--- config.mk ---
export PLATFORM = sky130hd
export DESIGN_NAME = spc_serial_ctrl
export DESIGN_NICKNAME = d
export VERILOG_FILES = /design/src/spc_auto_mode.v /design/src/spc_serial_ctrl.v /design/src/spc_sync2.v
export VERILOG_INCLUDE_DIRS = /design/src
export SDC_FILE = /design/constraint.sdc
export NUM_CORES = 1
export LEC_CHECK = 0
export ABC_AREA = 1
export BUFFER_PORTS_ARGS = -buffer_cell sky130_fd_sc_hd__buf_2
export CAP_MARGIN = 20
export CORE_MARGIN = 2
export CORE_UTILIZATION = 58
export CTS_BUF_LIST = sky130_fd_sc_hd__clkbuf_8
export DETAILED_ROUTE_END_ITERATION = 10
export HOLD_SLACK_MARGIN = 0.12
export PLACE_DENSITY = 0.8
export SKIP_LAST_GASP = 1
export SLEW_MARGIN = 20
export SYNTH_ARGS = -nofsm -noshare
export SYNTH_HDL_FRONTEND = slang
export SYNTH_SLANG_ARGS = --single-unit
--- constraint.sdc ---
create_clock -name clk -period 2.6 [get_ports clk]
set_clock_uncertainty 0.05 [all_clocks]
set_input_delay 0.52 -clock clk [delete_from_list [all_inputs] [get_ports clk]]
set_output_delay 0.52 -clock clk [all_outputs]
set_load 0.1 [all_outputs]
--- src/spc_consts.vh ---
// Purpose: constants for the speakerphone serial control block
// Assumes: 10 MHz system clock
// Notes:   definitions only
`ifndef SPC_CONSTS_VH
`define SPC_CONSTS_VH
// =========================================
// Control word fields
`define SPC_WORD_W        8
`define SPC_VOL_LSB       0
`define SPC_VOL_MSB       3
`define SPC_MUTE_BIT      4
`define SPC_RANGE_BIT     5
`define SPC_MODE_LO_BIT   6
`define SPC_MODE_HI_BIT   7
`define SPC_WORD_RST      8'h00
// =========================================
// Mode field codes
`define SPC_MODE_AUTO     2'h0
`define SPC_MODE_RX       2'h1
`define SPC_MODE_IDLE     2'h2
`define SPC_MODE_TX       2'h3
// =========================================
// Operating state codes (one-hot)
`define SPC_ST_IDLE       3'h1
`define SPC_ST_RX         3'h2
`define SPC_ST_TX         3'h4
// =========================================
// Volume applied outside receive mode
`define SPC_VOL_NEUTRAL   4'h0
`endif

--- src/spc_auto_mode.v ---
// Purpose: automatic transmit/receive/idle choice
// Assumes: flags already synchronised
// Notes:   combinational
`timescale 1ns/1ps
`include "spc_consts.vh"
module spc_auto_mode (
    // Current state
    input  wire [2:0] cur_state,
    // Detector flags
    input  wire       tx_stronger,
    input  wire       tx_speech,
    input  wire       rx_speech,
    input  wire       dial_tone,
    // Result
    output reg  [2:0] next_state,
    output reg        rx_monitor_off
);
    always @* begin
        rx_monitor_off = (cur_state == `SPC_ST_RX) && dial_tone; // RL20
        next_state     = cur_state;
        if (tx_speech || (rx_speech && !rx_monitor_off)) begin
            next_state = tx_stronger ? `SPC_ST_TX : `SPC_ST_RX; // RL17 RL18
        end else if (rx_monitor_off) begin
            next_state = `SPC_ST_RX; // RL20
        end else begin
            next_state = `SPC_ST_IDLE; // RL19
        end
    end
endmodule // spc_auto_mode

--- src/spc_serial_ctrl.v ---
// Purpose: serial control port and mode selection of a speakerphone
// Assumes: clk 10 MHz; serial clock at most 1 MHz, sampled by clk
// Notes:   all pin inputs pass two flops before use
//
// Operation
// RL1: Range bit zero selects wide attenuator swing, one selects narrow.
// RL2: Four-bit volume, zero loudest, all ones quietest, about 3 dB steps.
// RL3: Volume reaches attenuators only in receive mode.
// RL4: Mute bit one mutes microphone amplifier, zero runs it normally.
// RL5: Mode 00 runs automatic voice-activated switching.
// RL6: Mode 01 forces receive; volume stays effective.
// RL7: Mode 10 forces idle, 11 forces transmit, overriding automatic.
// RL8: Eight bits travel mode high bit first, volume low bit last.
// RL9: One data bit sampled per rising serial clock edge.
// RL10: Controller keeps serial clock at or below 1 MHz.
// RL11: Controller holds strobe low while eight bits are clocked.
// RL12: Shifted word takes effect on rising strobe.
// RL13: No address, framing or handshake; only eight strobed bits.
// RL14: Strobe may fall together with the first rising clock edge.
// RL15: Controller should keep strobe high when idle.
// RL16: After last bit, clock stops or strobe rises before next edge.
// RL17: Automatic mode uses comparator and noise monitors.
// RL18: Speech keeps transmit or receive, whichever side is stronger.
// RL19: No speech on either side allows idle.
// RL20: Dial tone in receive disables receive monitor, blocks idle.
// RL21: Power-on reset low clears control word until next load.
// RL22: Words loaded during power-on reset are discarded.
// RL23: Chip-off ignores the serial port.
// RL24: Leaving chip-off clears all eight control bits.
// RL25: Shift stage kept apart from applied word.
// RL26: Rising clock edges with strobe high and outside first edge ignored.
`timescale 1ns/1ps
`include "spc_consts.vh"
module spc_serial_ctrl (
    // System
    input  wire       clk,
    input  wire       rst_n,
    // Serial port pins
    input  wire       ser_clk,
    input  wire       ser_data,
    input  wire       load_strobe_n,
    // Reset and power pins
    input  wire       por_n,
    input  wire       chip_off,
    // Detector flags
    input  wire       tx_stronger,
    input  wire       tx_speech,
    input  wire       rx_speech,
    input  wire       dial_tone,
    // Controlled functions
    output reg  [3:0] volume_field,
    output reg        mic_mute_bit,
    output reg        range_select_bit,
    output reg        mode_field_high,
    output reg        mode_field_low,
    output reg        narrow_range,
    output reg  [3:0] rx_volume,
    output reg        mic_muted,
    output reg  [2:0] op_state,
    output reg        rx_monitor_off,
    output reg        powered_down
);
    // =========================================
    // Input synchronisers
    wire sclk_s;
    wire sdat_s;
    wire strb_s;
    wire por_s;
    wire off_s;

    spc_sync2 #(.RST_VAL(1'b0)) u_sclk (
        .clk(clk), .rst_n(rst_n), .d(ser_clk), .q(sclk_s));
    spc_sync2 #(.RST_VAL(1'b0)) u_sdat (
        .clk(clk), .rst_n(rst_n), .d(ser_data), .q(sdat_s));
    spc_sync2 #(.RST_VAL(1'b1)) u_strb (
        .clk(clk), .rst_n(rst_n), .d(load_strobe_n), .q(strb_s));
    spc_sync2 #(.RST_VAL(1'b0)) u_por (
        .clk(clk), .rst_n(rst_n), .d(por_n), .q(por_s));
    spc_sync2 #(.RST_VAL(1'b1)) u_off (
        .clk(clk), .rst_n(rst_n), .d(chip_off), .q(off_s));

    // =========================================
    // Detector flag synchronisers
    // Analog detector flags are asynchronous to clk as well
    wire tx_stronger_s;
    wire tx_speech_s;
    wire rx_speech_s;
    wire dial_tone_s;

    spc_sync2 #(.RST_VAL(1'b0)) u_cmp (
        .clk(clk), .rst_n(rst_n), .d(tx_stronger), .q(tx_stronger_s));
    spc_sync2 #(.RST_VAL(1'b0)) u_txs (
        .clk(clk), .rst_n(rst_n), .d(tx_speech), .q(tx_speech_s));
    spc_sync2 #(.RST_VAL(1'b0)) u_rxs (
        .clk(clk), .rst_n(rst_n), .d(rx_speech), .q(rx_speech_s));
    spc_sync2 #(.RST_VAL(1'b0)) u_dt (
        .clk(clk), .rst_n(rst_n), .d(dial_tone), .q(dial_tone_s));

    // =========================================
    // Edge detection
    reg  sclk_d_r;
    reg  strb_d_r;
    reg  off_d_r;
    reg  sdat_d_r;
    wire sclk_rise;
    wire strb_rise;
    wire off_fall;
    wire port_ok;

    always @(posedge clk or negedge rst_n) begin
        if (!rst_n) begin
            sclk_d_r <= 1'b0;
            strb_d_r <= 1'b1;
            off_d_r  <= 1'b1;
            sdat_d_r <= 1'b0;
        end else begin
            sclk_d_r <= sclk_s;
            strb_d_r <= strb_s;
            off_d_r  <= off_s;
            sdat_d_r <= sdat_s;
        end
    end

    assign sclk_rise = sclk_s & ~sclk_d_r; // RL9
    assign strb_rise = strb_s & ~strb_d_r;
    assign off_fall  = ~off_s & off_d_r;
    assign port_ok   = por_s & ~off_s; // RL22 RL23

    // =========================================
    // Shift stage
    // A first edge seen while the strobe is still high is held as
    // pending; it counts only if the strobe falls before the serial
    // clock falls again.
    reg  [7:0] shift_r;
    reg  [7:0] shift_nxt;
    reg  [3:0] cnt_r;
    reg  [3:0] cnt_nxt;
    reg        pend_r;
    reg        pend_nxt;
    reg        pend_bit_r;
    reg        pend_bit_nxt;

    always @* begin
        shift_nxt    = shift_r;
        cnt_nxt      = cnt_r;
        pend_nxt     = pend_r;
        pend_bit_nxt = pend_bit_r;
        if (!port_ok || strb_rise) begin
            cnt_nxt  = 4'h0;
            pend_nxt = 1'b0;
        end else if (!strb_s) begin
            if (pend_r) begin
                shift_nxt = {shift_r[6:0], pend_bit_r}; // RL14
                cnt_nxt   = 4'h1;
                pend_nxt  = 1'b0;
            end
            if (sclk_rise && cnt_nxt < 4'h8) begin
                shift_nxt = {shift_nxt[6:0], sdat_d_r}; // RL8 RL9
                cnt_nxt   = cnt_nxt + 4'h1;
            end
        end else begin
            if (!sclk_s) begin
                pend_nxt = 1'b0; // RL26
            end
            if (sclk_rise && cnt_r == 4'h0) begin
                pend_nxt     = 1'b1; // RL14
                pend_bit_nxt = sdat_d_r;
            end
        end
    end

    always @(posedge clk or negedge rst_n) begin
        if (!rst_n) begin
            shift_r    <= `SPC_WORD_RST;
            cnt_r      <= 4'h0;
            pend_r     <= 1'b0;
            pend_bit_r <= 1'b0;
        end else begin
            shift_r    <= shift_nxt; // RL25
            cnt_r      <= cnt_nxt;
            pend_r     <= pend_nxt;
            pend_bit_r <= pend_bit_nxt;
        end
    end

    // =========================================
    // Applied control word
    reg  [7:0] word_r;
    reg  [7:0] word_nxt;

    always @* begin
        word_nxt = word_r;
        // Clear wins over a load in the same cycle
        if (!por_s || off_fall) begin
            word_nxt = `SPC_WORD_RST; // RL21 RL24
        end else if (port_ok && strb_rise && cnt_r == 4'h8) begin
            word_nxt = shift_r; // RL12 RL13
        end
    end

    always @(posedge clk or negedge rst_n) begin
        if (!rst_n) begin
            word_r <= `SPC_WORD_RST;
        end else begin
            word_r <= word_nxt;
        end
    end

    // =========================================
    // Decode helpers
    // Chip-off overrides whatever the mode field asks for
    function [2:0] pick_state;
        input [1:0] mode;
        input [2:0] auto_st;
        input       off;
        begin
            case (mode)
                `SPC_MODE_AUTO: pick_state = auto_st; // RL5
                `SPC_MODE_RX:   pick_state = `SPC_ST_RX; // RL6
                `SPC_MODE_IDLE: pick_state = `SPC_ST_IDLE; // RL7
                `SPC_MODE_TX:   pick_state = `SPC_ST_TX; // RL7
                default:        pick_state = `SPC_ST_IDLE;
            endcase
            if (off) begin
                pick_state = `SPC_ST_IDLE;
            end
        end
    endfunction

    // Attenuators see the volume only in the receive state
    function [3:0] gate_vol;
        input [2:0] st;
        input [7:0] wd;
        begin
            if (st == `SPC_ST_RX) begin
                gate_vol = wd[`SPC_VOL_MSB:`SPC_VOL_LSB];
            end else begin
                gate_vol = `SPC_VOL_NEUTRAL;
            end
        end
    endfunction

    // =========================================
    // Mode selection
    wire [1:0] mode_sel;
    wire [2:0] auto_state;
    wire       auto_mon_off;
    reg  [2:0] state_r;
    reg  [2:0] state_nxt;

    // Next word, so op_state moves together with the word outputs
    assign mode_sel = {word_nxt[`SPC_MODE_HI_BIT],
                       word_nxt[`SPC_MODE_LO_BIT]};

    spc_auto_mode u_auto (
        .cur_state     (state_r),
        .tx_stronger   (tx_stronger_s),
        .tx_speech     (tx_speech_s),
        .rx_speech     (rx_speech_s),
        .dial_tone     (dial_tone_s),
        .next_state    (auto_state),
        .rx_monitor_off(auto_mon_off)
    );

    always @* begin
        state_nxt = pick_state(mode_sel, auto_state, off_s); // RL5 RL6 RL7
    end

    always @(posedge clk or negedge rst_n) begin
        if (!rst_n) begin
            state_r <= `SPC_ST_IDLE;
        end else begin
            state_r <= state_nxt;
        end
    end

    // =========================================
    // Registered outputs
    always @(posedge clk or negedge rst_n) begin
        if (!rst_n) begin
            volume_field     <= 4'h0;
            mic_mute_bit     <= 1'b0;
            range_select_bit <= 1'b0;
            mode_field_high  <= 1'b0;
            mode_field_low   <= 1'b0;
            narrow_range     <= 1'b0;
            rx_volume        <= `SPC_VOL_NEUTRAL;
            mic_muted        <= 1'b0;
            op_state         <= `SPC_ST_IDLE;
            rx_monitor_off   <= 1'b0;
            powered_down     <= 1'b1;
        end else begin
            volume_field     <= word_nxt[`SPC_VOL_MSB:`SPC_VOL_LSB]; // RL2
            mic_mute_bit     <= word_nxt[`SPC_MUTE_BIT];
            range_select_bit <= word_nxt[`SPC_RANGE_BIT];
            mode_field_high  <= word_nxt[`SPC_MODE_HI_BIT];
            mode_field_low   <= word_nxt[`SPC_MODE_LO_BIT];
            narrow_range     <= word_nxt[`SPC_RANGE_BIT]; // RL1
            mic_muted        <= word_nxt[`SPC_MUTE_BIT]; // RL4
            rx_volume        <= gate_vol(state_nxt, word_nxt); // RL3 RL6
            op_state         <= state_nxt;
            rx_monitor_off   <= (mode_sel == `SPC_MODE_AUTO) &&
                auto_mon_off; // RL20
            powered_down     <= off_s;
        end
    end
endmodule // spc_serial_ctrl

--- src/spc_sync2.v ---
// Purpose: two-flop synchroniser for one pin input
// Assumes: asynchronous input
// Notes:   first flop feeds only the second
`timescale 1ns/1ps
module spc_sync2 #(
    parameter RST_VAL = 1'b0
) (
    // System
    input  wire clk,
    input  wire rst_n,
    // Data
    input  wire d,
    output wire q
);
    reg meta_r;
    reg sync_r;

    always @(posedge clk or negedge rst_n) begin
        if (!rst_n) begin
            meta_r <= RST_VAL;
            sync_r <= RST_VAL;
        end else begin
            meta_r <= d;
            sync_r <= meta_r;
        end
    end

    assign q = sync_r;
endmodule // spc_sync2

==> results by group, run 1 <==
Clock tree
  • Setup bufs post-CTS: 0
  • Deepest clock path buffer count: 2
  • CTS tree: built
  • Num CTS Buffers: 5
  • Clk_lat worst skew: 0.31 ns
  • Resize count post-CTS: 0
  • CTS Hold Bufs: 0
  • CTS H-tree lvls: 2
  • Clock Sinks: 52
  • Clk Tree Root Cell: clkbuf_8
  • CTS clk-pin slew, worst paths: 0.10 ns

Logic synthesis
  • Mapped Area: 2160 sq um
  • Netlist cell types: 24
  • Post-synthesis sequential area ratio: 0.607
  • Yosys top cell area share: 0.522
  • Yosys top cell by area: dfrtp_1
  • Mean Syn Cell Area: 9.34 sq um
  • Syn_nets: 243
  • Cells after Synth: 231
  • YS warnings: 0
  • Synthesized flop and latch total: 52
  • Synth area leaders: dfrtp_1 52%, dfstp_2 8.5%, nand2_1 7.5%

Timing
  • Min Hold Slack: 0.152 ns
  • RSZ-0062 raised after global routing: false
  • Final period util: 0.721
  • Count of final setup violators: 0
  • Peak Freq: 533 MHz
  • Minimum clock period after layout: 1.87 ns
  • Worst-Margin Slew: 0.589 ns
  • Slew Viols, Final: 0
  • Final Hold Viols: 0
  • Setup TNS Final: 0 ns
  • Slew margin rel.: 0.607

Critical path
  • Worst r2r src: pend_r$_DFFE_PN0P_
  • Worst path depth: 1
  • CP endpoint: powered_down
  • Crit. End Element: output port
  • Worst Reg-to-Reg Cells: 6
  • R2r setup slk: 0.81 ns
  • Setup Crit Path Kind: flop to output port
  • Crit-path cells: buf_2
  • Largest fanout on the critical path: 2
  • Crit start category: flop
  • Critical Path AT: 1.30 ns
  • Crit path required time: 2.03 ns
  • Max incr delay on CP: 0.57 ns
  • RR Endpoint: shift_r[7]$_DFFE_PN0P_
  • Delay-heaviest family, CP: flip-flops
  • Worst path slowest cell: dfstp_2
  • Worst setup startpoint: powered_down$_DFF_PN1_
  • Crit path buffers/inverters: 1

Job
  • MaxCap Viol Count: 0

Cells and area
  • Commonest non-fill, non-tap cell in the layout: dfrtp_1
  • Final instance area: 2460 sq um
  • Final Net Count: 274
  • Most frequent cells in the layout: 45 x dfrtp_1, 43 x nand2_1, 37 x inv_1
  • Ant diodes: 0
  • Layout cells sized above 1: 0.228
  • Area delta synth->final: 13.9%

Power and ir drop
  • Power share of the clock group: 0.341
  • P_sw: 429 uW
  • Seq pwr share: 0.550
  • PwrDens: 665 nW/um^2
  • Switch share: 0.262
  • LEAKAGE: 0.00128 uW
  • Combinational group share of total power: 0.109
  • Worst VDD drop: 460 uV
  • Total internal power: 1210 uW

Die
  • Die width: 65 um
  • Core area: 3610 sq um
  • Rows: 22
  • DIE AREA: 4230 sq um
  • Starting Density: 0.599
  • IO Count: 30
  • Die height: 65 um

Placement
  • Placed Area: 2340 sq um
  • HPWL after DPL: 2810 um
  • GPL Wtd Cong: 0.835
  • Number of port buffers: 29

Routing
  • DRC: 0
  • Vias per std cell: 5.05
  • Post-DRT Antenna Nets: 0
  • DRT Wirelength: 3810 um
  • WL/cell: 12.3 um
  • Via count: 1571
  • Initial DRT Pass Iterations: 4
  • Starting DRT DRC Count: 93

Global route
  • Total Routing Usage GR: 0.208
  • First-pass GRT wire length: 6500 um
  • Initial antenna violation count: 0
  • Largest net degree at the start of global routing: 28
  • Number of global-route vias before repair: 1527
  • GR met1 Demand/Resource: 0.257
  • GRT overflow: 0
  • Grt met3 use: 0.0642
  • Global route hottest layer: met2
  • GR Layer Usage met2: 0.323

Status
  • Status: completed

Min path
  • Hold Crit Class: input port to asynchronous set/reset pin
-- kinds of logic (layout without fill, tap and decap cells) --
kind of cell,count (synthesis),in the layout,synth area share
flops,52,52,0.607
compound gates,37,37,0.0933
fa+ha+maj,1,1,0.00580
buf+inv,45,77,0.0870
simple gates,96,96,0.207
-- state kept, by name (all words and copies together) (netlist names), 3 cells and up --
signal / count
cnt_r: 4
op_state: 3
rx_volume: 4
shift_r: 8
volume_field: 3
word_r: 4
-- stage by stage --
step	cells	utilization	total power (uW)	setup WS, ns
after floorplan	231	-	1030	0.690
after global placement	303	0.650	1080	0.919
after detailed placement	303	0.650	1090	0.839
after CTS	311	0.681	1650	0.710
after global routing	311	0.681	1710	0.598
final	311	0.681	1630	0.725
-- power by group through the flow --
stage	sequential, uW	combinational [uW]	clock [uW]
after global routing	906	203	603
after floorplan	935	98.0	0
after CTS	899	179	567
final	899	178	557
after global placement	912	172	0
after detailed placement	915	178	0
-- metal layers --
metal | part of all wire | routed length, um
met5 | 0 | 0
met4 | 0.035 | 135
met3 | 0.037 | 141
met2 | 0.49 | 1860
met1 | 0.44 | 1670
-- synthesized netlist by cell type --
cell type   n
nand2_4     2
o22ai_1     2
nor2_4      2
nand2_2     2
dfstp_2     7
a21oi_4     1
nor3_1      2
a21boi_0    1
nand3_2     2
nand4_1     2
o21ai_1     1
ha_1        1
buf_6       1
inv_1      37
dfrtp_1    45
nand3_1    17
nand2_1    43
o21ai_0    22
nor2_2      4
buf_4       2
a21oi_1    10
inv_2       2
nor2_1     20
buf_2       3
-- final cells by class --
class / instances / area [sq um]
Clock inverter: 3 / 46.3
Fill cell: 283 / 1150
Timing Repair Buffer: 30 / 165
Multi-Input combinational cell: 134 / 661
Sequential cell: 52 / 1310
Clock buffer: 5 / 68.8
Tap cell: 48 / 60.1
Inverter: 39 / 146
-- worst min-delay path by stage --
stage                            from                    to  slack, ns
3_5_place_dp   u_txs.meta_r$_DFF_PN0_     u_txs.q$_DFF_PN0_       0.29
6_report                        rst_n    pend_r$_DFFE_PN0P_       0.15
2_1_floorplan                   rst_n  cnt_r[0]$_DFFE_PN0P_       0.17
4_1_cts                         rst_n    pend_r$_DFFE_PN0P_       0.17
5_1_grt                         rst_n   word_r[6]$_DFF_PN0_       0.19
3_3_place_gp   u_rxs.meta_r$_DFF_PN0_     u_rxs.q$_DFF_PN0_       0.28
Power figures use the tool's default switching activity.
==> run 2, diff against run 1 <==
- clock period: 2.6 -> 1.83 ns (I/O delays scaled with it)
==> run 2 against run 1 <==
Compared with the run above: power is 33% higher; routed wire length up 6.8%; non-clock buffer count rose by 13; global-route usage grew 0.75 points; die area is the same; core utilization is 2.6 points higher; critical path depth unchanged; worst setup slack got worse by 0.61 ns; register-to-register slack got worse by 0.55 ns; first-iteration DRC count down 14%; clock power grew 11%; critical endpoint unchanged; largest cell class unchanged; largest power group unchanged.
==> results by group, run 2 (synthesized netlist as in run 1, its figures left out) <==
Routing
  • WL/cell: 12.6 um (was 12.3 um)
  • Vias per std cell: 4.98 (was 5.05)
  • Starting DRT DRC Count: 80 (was 93)
  • Post-DRT Antenna Nets: 0 (unchanged)
  • Via count: 1612 (was 1571)
  • DRC: 0 (unchanged)
  • Initial DRT Pass Iterations: 4 (unchanged)
  • DRT Wirelength: 4070 um (was 3810 um)

Timing
  • Final Hold Viols: 0 (unchanged)
  • Slew Viols, Final: 0 (unchanged)
  • Setup TNS Final: 0 ns (unchanged)
  • Final WS setup: 0.115 ns (was 0.725 ns)
  • Worst-Margin Slew: 0.502 ns (was 0.589 ns)
  • Minimum clock period after layout: 1.72 ns
  • Slew margin rel.: 0.668 (was 0.607)
  • Peak Freq: 583 MHz
  • RSZ-0062 raised after global routing: false (unchanged)
  • Count of final setup violators: 0 (unchanged)
  • Final period util: 0.937

Cells and area
  • Most frequent cells in the layout: 45 x dfrtp_1, 43 x nand2_1, 37 x inv_1 (unchanged)
  • Final cell count without fillers: 324 (was 311)
  • Reg with most FFs: shift_r (unchanged)
  • Max FFs per register: 8 (unchanged)
  • Ant diodes: 0 (unchanged)
  • Area delta synth->final: 18.3% (was 13.9%)
  • Layout cells sized above 1: 0.228 (about the same)
  • Commonest non-fill, non-tap cell in the layout: dfrtp_1 (unchanged)
  • Final Net Count: 287 (was 274)

Clock tree
  • CTS tree: built (unchanged)
  • Deepest clock path buffer count: 2 (unchanged)
  • Clk Tree Root Cell: clkbuf_8 (unchanged)
  • Clock Sinks: 52 (unchanged)
  • CTS H-tree lvls: 2 (unchanged)
  • CTS clk-pin slew, worst paths: 0.09 ns (was 0.10 ns)
  • Setup bufs post-CTS: 0 (unchanged)
  • Clk_lat worst skew: 0.29 ns (was 0.31 ns)
  • Num CTS Buffers: 5 (unchanged)

Critical path
  • Max incr delay on CP: 0.57 ns (about the same)
  • Crit start category: flop (unchanged)
  • Largest fanout on the critical path: 2 (unchanged)
  • Worst path slowest cell: dfstp_2 (unchanged)
  • Critical Path AT: 1.30 ns (about the same)
  • Crit path buffers/inverters: 1 (unchanged)
  • Crit-path cells: buf_2 (unchanged)
  • Crit path required time: 1.41 ns (was 2.03 ns)
  • Setup Crit Path Kind: flop to output port (unchanged)
  • Delay-heaviest family, CP: flip-flops (unchanged)
  • Crit. End Element: output port (unchanged)

Global route
  • GRT overflow: 0 (unchanged)
  • Largest net degree at the start of global routing: 53 (was 28)
  • First-pass GRT wire length: 6740 um (was 6500 um)
  • Total Routing Usage GR: 0.215 (was 0.208)
  • Number of global-route vias before repair: 1498 (was 1527)
  • Initial antenna violation count: 0 (unchanged)

Power and ir drop
  • LEAKAGE: 0.00133 uW (was 0.00128 uW)
  • Combinational group share of total power: 0.127 (was 0.109)
  • Total internal power: 1580 uW (was 1210 uW)
  • Total chip power: 2170 uW (was 1630 uW)
  • PwrDens: 852 nW/um^2 (was 665 nW/um^2)
  • Switch share: 0.271 (was 0.262)
  • Seq pwr share: 0.588 (was 0.550)
  • P_sw: 590 uW (was 429 uW)
  • Power share of the clock group: 0.285 (was 0.341)
  • Worst VDD drop: 540 uV (was 460 uV)

Die
  • Starting Density: 0.599 (unchanged)
  • Die width: 65 um (unchanged)
  • Core area: 3610 sq um (unchanged)
  • IO Count: 30 (unchanged)
  • DIE AREA: 4230 sq um (unchanged)
  • Rows: 22 (unchanged)
  • Die height: 65 um (unchanged)

Placement
  • Number of port buffers: 29 (unchanged)
  • DP Cell Count: 306 (was 303)
  • GPL Wtd Cong: 0.923 (was 0.835)
  • DP Worst Slack: 0.291 ns (was 0.839 ns)
  • HPWL after DPL: 2850 um (was 2810 um)

Min path
  • Hold Crit Class: flop to flop (was input port to asynchronous set/reset pin)

Status
  • Status: completed (unchanged)

Job
  • MaxCap Viol Count: 0 (unchanged)
run 2: per-stage QoR:
step,hold slack [ns],util,instance area (sq um)
after CTS,0.124,0.702,2530
after floorplan,0.0204,-,2160
final,0.299,0.708,2550
after global placement,0.283,0.656,2360
after detailed placement,0.285,0.656,2360
after global routing,0.307,0.708,2550
run 2: per-layer routing:
layer  GRT usage  vias to the layer above  share of wire  wire length, um
li1            -                      806              -                -
met1       0.293                      770           0.45             1820
met2       0.339                       30           0.50             2050
met3      0.0469                        6          0.031              126
met4      0.0851                        0          0.016               65
met5           0                        -              0                0
run 2: final timing paths:
path	slack [ns]	startpoint	cells past startpoint	to
min	0.30	u_cmp.meta_r$_DFF_PN0_	0	u_cmp.q$_DFF_PN0_
max	0.11	powered_down$_DFF_PN1_	1	powered_down
min reg2reg	0.30	u_cmp.meta_r$_DFF_PN0_	0	u_cmp.q$_DFF_PN0_
min in group asynchronous	0.51	rst_n	3	u_sclk.q$_DFF_PN0_
max in group asynchronous	0.91	rst_n	3	u_strb.q$_DFF_PN1_
max reg2reg	0.26	u_off.q$_DFF_PN1_	7	rx_volume[1]$_DFF_PN0_
run 2: area by class of cell:
class,count,area (sq um)
sequential,52,1310
fill,266,1050
multi-input combinational,134,661
timing repair buffer,43,288
inverter,39,146
clock buffer,5,68.8
tap,48,60.1
clock inverter,3,18.8
run 2: power by group through the flow:
stage          combinational [uW]  sequential [uW]  clock (uW)
6_report                      276             1280         621
5_1_grt                       310             1290         687
4_1_cts                       273             1280         640
3_5_place_dp                  258             1300           0
3_3_place_gp                  250             1300           0
2_1_floorplan                 139             1330           0
run 2: repair_timing:
action                    CTS  global route
hold endpoints to repair   52             2
hold buffers                8             2
resized for setup           0             0
==> run 3, diff against run 2 <==
- BUFFER_PORTS_ARGS: -buffer_cell sky130_fd_sc_hd__buf_2 -> not set
- CORE_UTILIZATION: 58 -> 40
- DONT_BUFFER_PORTS: not set -> 1
- PLACE_DENSITY: 0.8 -> not set
==> run 3 against run 2 <==
Compared with the run above: non-clock buffer count down 11; register-to-register slack about the same; final cell count up 3.4%; design area up 3.0%; critical path type is now flop to flop; sequential share of layout area down 1.4 points; clock power up 23%; combinational power down 2%; maximum frequency up 8.8%; hold slack better by 0.0088 ns.
==> results by group, run 3 (synthesized netlist as in run 1, its figures left out) <==
Power and ir drop
  • LEAKAGE: 0.00130 uW (was 0.00133 uW)
  • PwrDens: 878 nW/um^2 (was 852 nW/um^2)
  • Worst VDD drop: 477 uV (was 540 uV)

Critical path
  • Crit start category: flop (unchanged)
  • Setup Crit Path Kind: flop to flop (was flop to output port)
  • Crit-path cells: buf_4 > nor2_1 > inv_1 > ha_1 > nand2_1 > a21oi_1 > o21ai_1 > o21ai_0 (was buf_2)
  • Largest fanout on the critical path: 11 (was 2)
  • Crit path required time: 1.96 ns (was 1.41 ns)
  • Crit. End Element: flop (was output port)
  • Delay-heaviest family, CP: flip-flops (unchanged)
  • Critical Path AT: 1.70 ns (was 1.30 ns)
  • Crit path buffers/inverters: 2 (was 1)
  • Worst path slowest cell: dfrtp_1 (was dfstp_2)
  • Max incr delay on CP: 0.50 ns (was 0.57 ns)

Cells and area
  • Reg with most FFs: shift_r (unchanged)
  • Layout cells sized above 1: 0.204 (was 0.228)
  • Final Net Count: 276 (was 287)
  • Area delta synth->final: 21.8% (was 18.3%)
  • Most frequent cells in the layout: 43 x nand2_1, 43 x dfrtp_1, 37 x inv_1 (was 45 x dfrtp_1, 43 x nand2_1, 37 x inv_1)
  • Fill cell count: 491 (was 266)
  • Storage cell area: 1310 sq um (about the same)
  • Max FFs per register: 8 (unchanged)
  • Ant diodes: 0 (unchanged)
  • Multi-input combinational cell area: 661 sq um (unchanged)

Placement
  • DP Worst Slack: 0.284 ns (was 0.291 ns)
  • Number of port buffers: 0 (was 29)
  • GPL Wtd Cong: 0.800 (was 0.923)
  • HPWL after DPL: 2840 um (was 2850 um)

Die
  • Starting Density: 0.417 (was 0.599)
  • DIE AREA: 6000 sq um (was 4230 sq um)
  • Rows: 26 (was 22)
  • IO Count: 30 (unchanged)
  • Core area: 5170 sq um (was 3610 sq um)
  • Die width: 77.5 um (was 65 um)
  • Die height: 77.5 um (was 65 um)

Clock tree
  • CTS H-tree lvls: 2 (unchanged)
  • Clk_lat worst skew: 0.30 ns (was 0.29 ns)
  • Num CTS Buffers: 5 (unchanged)
  • Clock Sinks: 52 (unchanged)
  • Deepest clock path buffer count: 2 (unchanged)
  • CTS tree: built (unchanged)
  • Resize count post-CTS: 0 (unchanged)
  • CTS clk-pin slew, worst paths: 0.09 ns (about the same)
  • Clk Tree Root Cell: clkbuf_8 (unchanged)

Job
  • MaxCap Viol Count: 0 (unchanged)

Timing
  • Count of final setup violators: 0 (unchanged)
  • Setup TNS Final: 0 ns (unchanged)
  • RSZ-0062 raised after global routing: false (unchanged)
  • Slew margin rel.: 0.762 (was 0.668)
  • Final Hold Viols: 0 (unchanged)
  • Final period util: 0.862 (was 0.937)
  • Minimum clock period after layout: 1.58 ns (was 1.72 ns)
  • Worst-Margin Slew: 0.357 ns (was 0.502 ns)
  • Peak Freq: 634 MHz (was 583 MHz)
  • Slew Viols, Final: 0 (unchanged)
  • Final WS setup: 0.253 ns (was 0.115 ns)

Status
  • Status: completed (unchanged)

Routing
  • Starting DRT DRC Count: 80 (unchanged)
  • Vias per std cell: 4.58 (was 4.98)
  • Initial DRT Pass Iterations: 5 (was 4)
  • Via count: 1535 (was 1612)
  • DRT Wirelength: 4050 um (was 4070 um)
  • WL/cell: 12.1 um (was 12.6 um)
  • DRC: 0 (unchanged)
  • Post-DRT Antenna Nets: 0 (unchanged)

Global route
  • Number of global-route vias before repair: 1519 (was 1498)
  • Largest net degree at the start of global routing: 53 (unchanged)
  • GRT overflow: 0 (unchanged)
  • Initial antenna violation count: 0 (unchanged)
  • First-pass GRT wire length: 7000 um (was 6740 um)
  • Total Routing Usage GR: 0.150 (was 0.215)

Min path
  • Hold Crit Class: flop to flop (unchanged)
==> run 3: power by group <==
part	switching, uW	leakage (uW)	internal [uW]
combinational	184	0.000598	86.4
clock	358	0.0000541	405
sequential	45.1	0.000648	1230
==> run 3: cell type report <==
type | count | area share
Tap cell | 70 | 0.0333
Multi-Input combinational cell | 134 | 0.251
Inverter | 39 | 0.0557
Timing Repair Buffer | 32 | 0.118
Clock inverter | 3 | 0.0162
Sequential cell | 52 | 0.499
Clock buffer | 5 | 0.0262
==> run 3: path summary, 6_finish.rpt <==
path	from	end	slack [ns]	depth (start not counted)
min in group asynchronous	rst_n	u_sclk.meta_r$_DFF_PN0_	0.50	2
max in group asynchronous	rst_n	strb_d_r$_DFF_PN1_	0.93	2
hold / removal	u_sdat.q$_DFF_PN0_	sdat_d_r$_DFF_PN0_	0.31	0
hold reg to reg	u_sdat.q$_DFF_PN0_	sdat_d_r$_DFF_PN0_	0.31	0
setup reg to reg	pend_r$_DFFE_PN0P_	cnt_r[2]$_DFFE_PN0P_	0.25	8
setup / recovery	pend_r$_DFFE_PN0P_	cnt_r[2]$_DFFE_PN0P_	0.25	8
==> run 3: metrics by stage <==
| step | instance area (sq um) | utilization | total power (uW) | hold WS (ns) | cells |
|---|---|---|---|---|---|
| after CTS | 2630 | 0.508 | 2340 | 0.309 | 335 |
| after global placement | 2390 | 0.462 | 1520 | 0.0219 | 316 |
| after detailed placement | 2390 | 0.462 | 1520 | 0.0219 | 316 |
| after floorplan | 2160 | - | 1470 | 0.0204 | 231 |
| final | 2630 | 0.508 | 2310 | 0.307 | 335 |
| after global routing | 2630 | 0.508 | 2430 | 0.313 | 335 |
==> run 3: worst reg2reg max path: stages, from the launching register on <==
cell and delay (ns):
dfrtp_1 0.50, buf_4 0.22, nor2_1 0.13, inv_1 0.08, ha_1 0.17, nand2_1 0.08
a21oi_1 0.07, o21ai_1 0.07, o21ai_0 0.09
==> run 3: what timing repair did <==
item                                   4_1_cts  5_1_grt
setup buffers                                0        0
endpoints found under the hold margin       61        0
hold buffers                                11        0
==> run 3: metal layers <==
layer | vias up | part of all wire | GRT usage
met4 | 0 | 0.0054 | 0.0536
met1 | 717 | 0.46 | 0.199
li1 | 784 | - | -
met2 | 32 | 0.49 | 0.241
met5 | - | 0 | 0
met3 | 2 | 0.042 | 0.0372
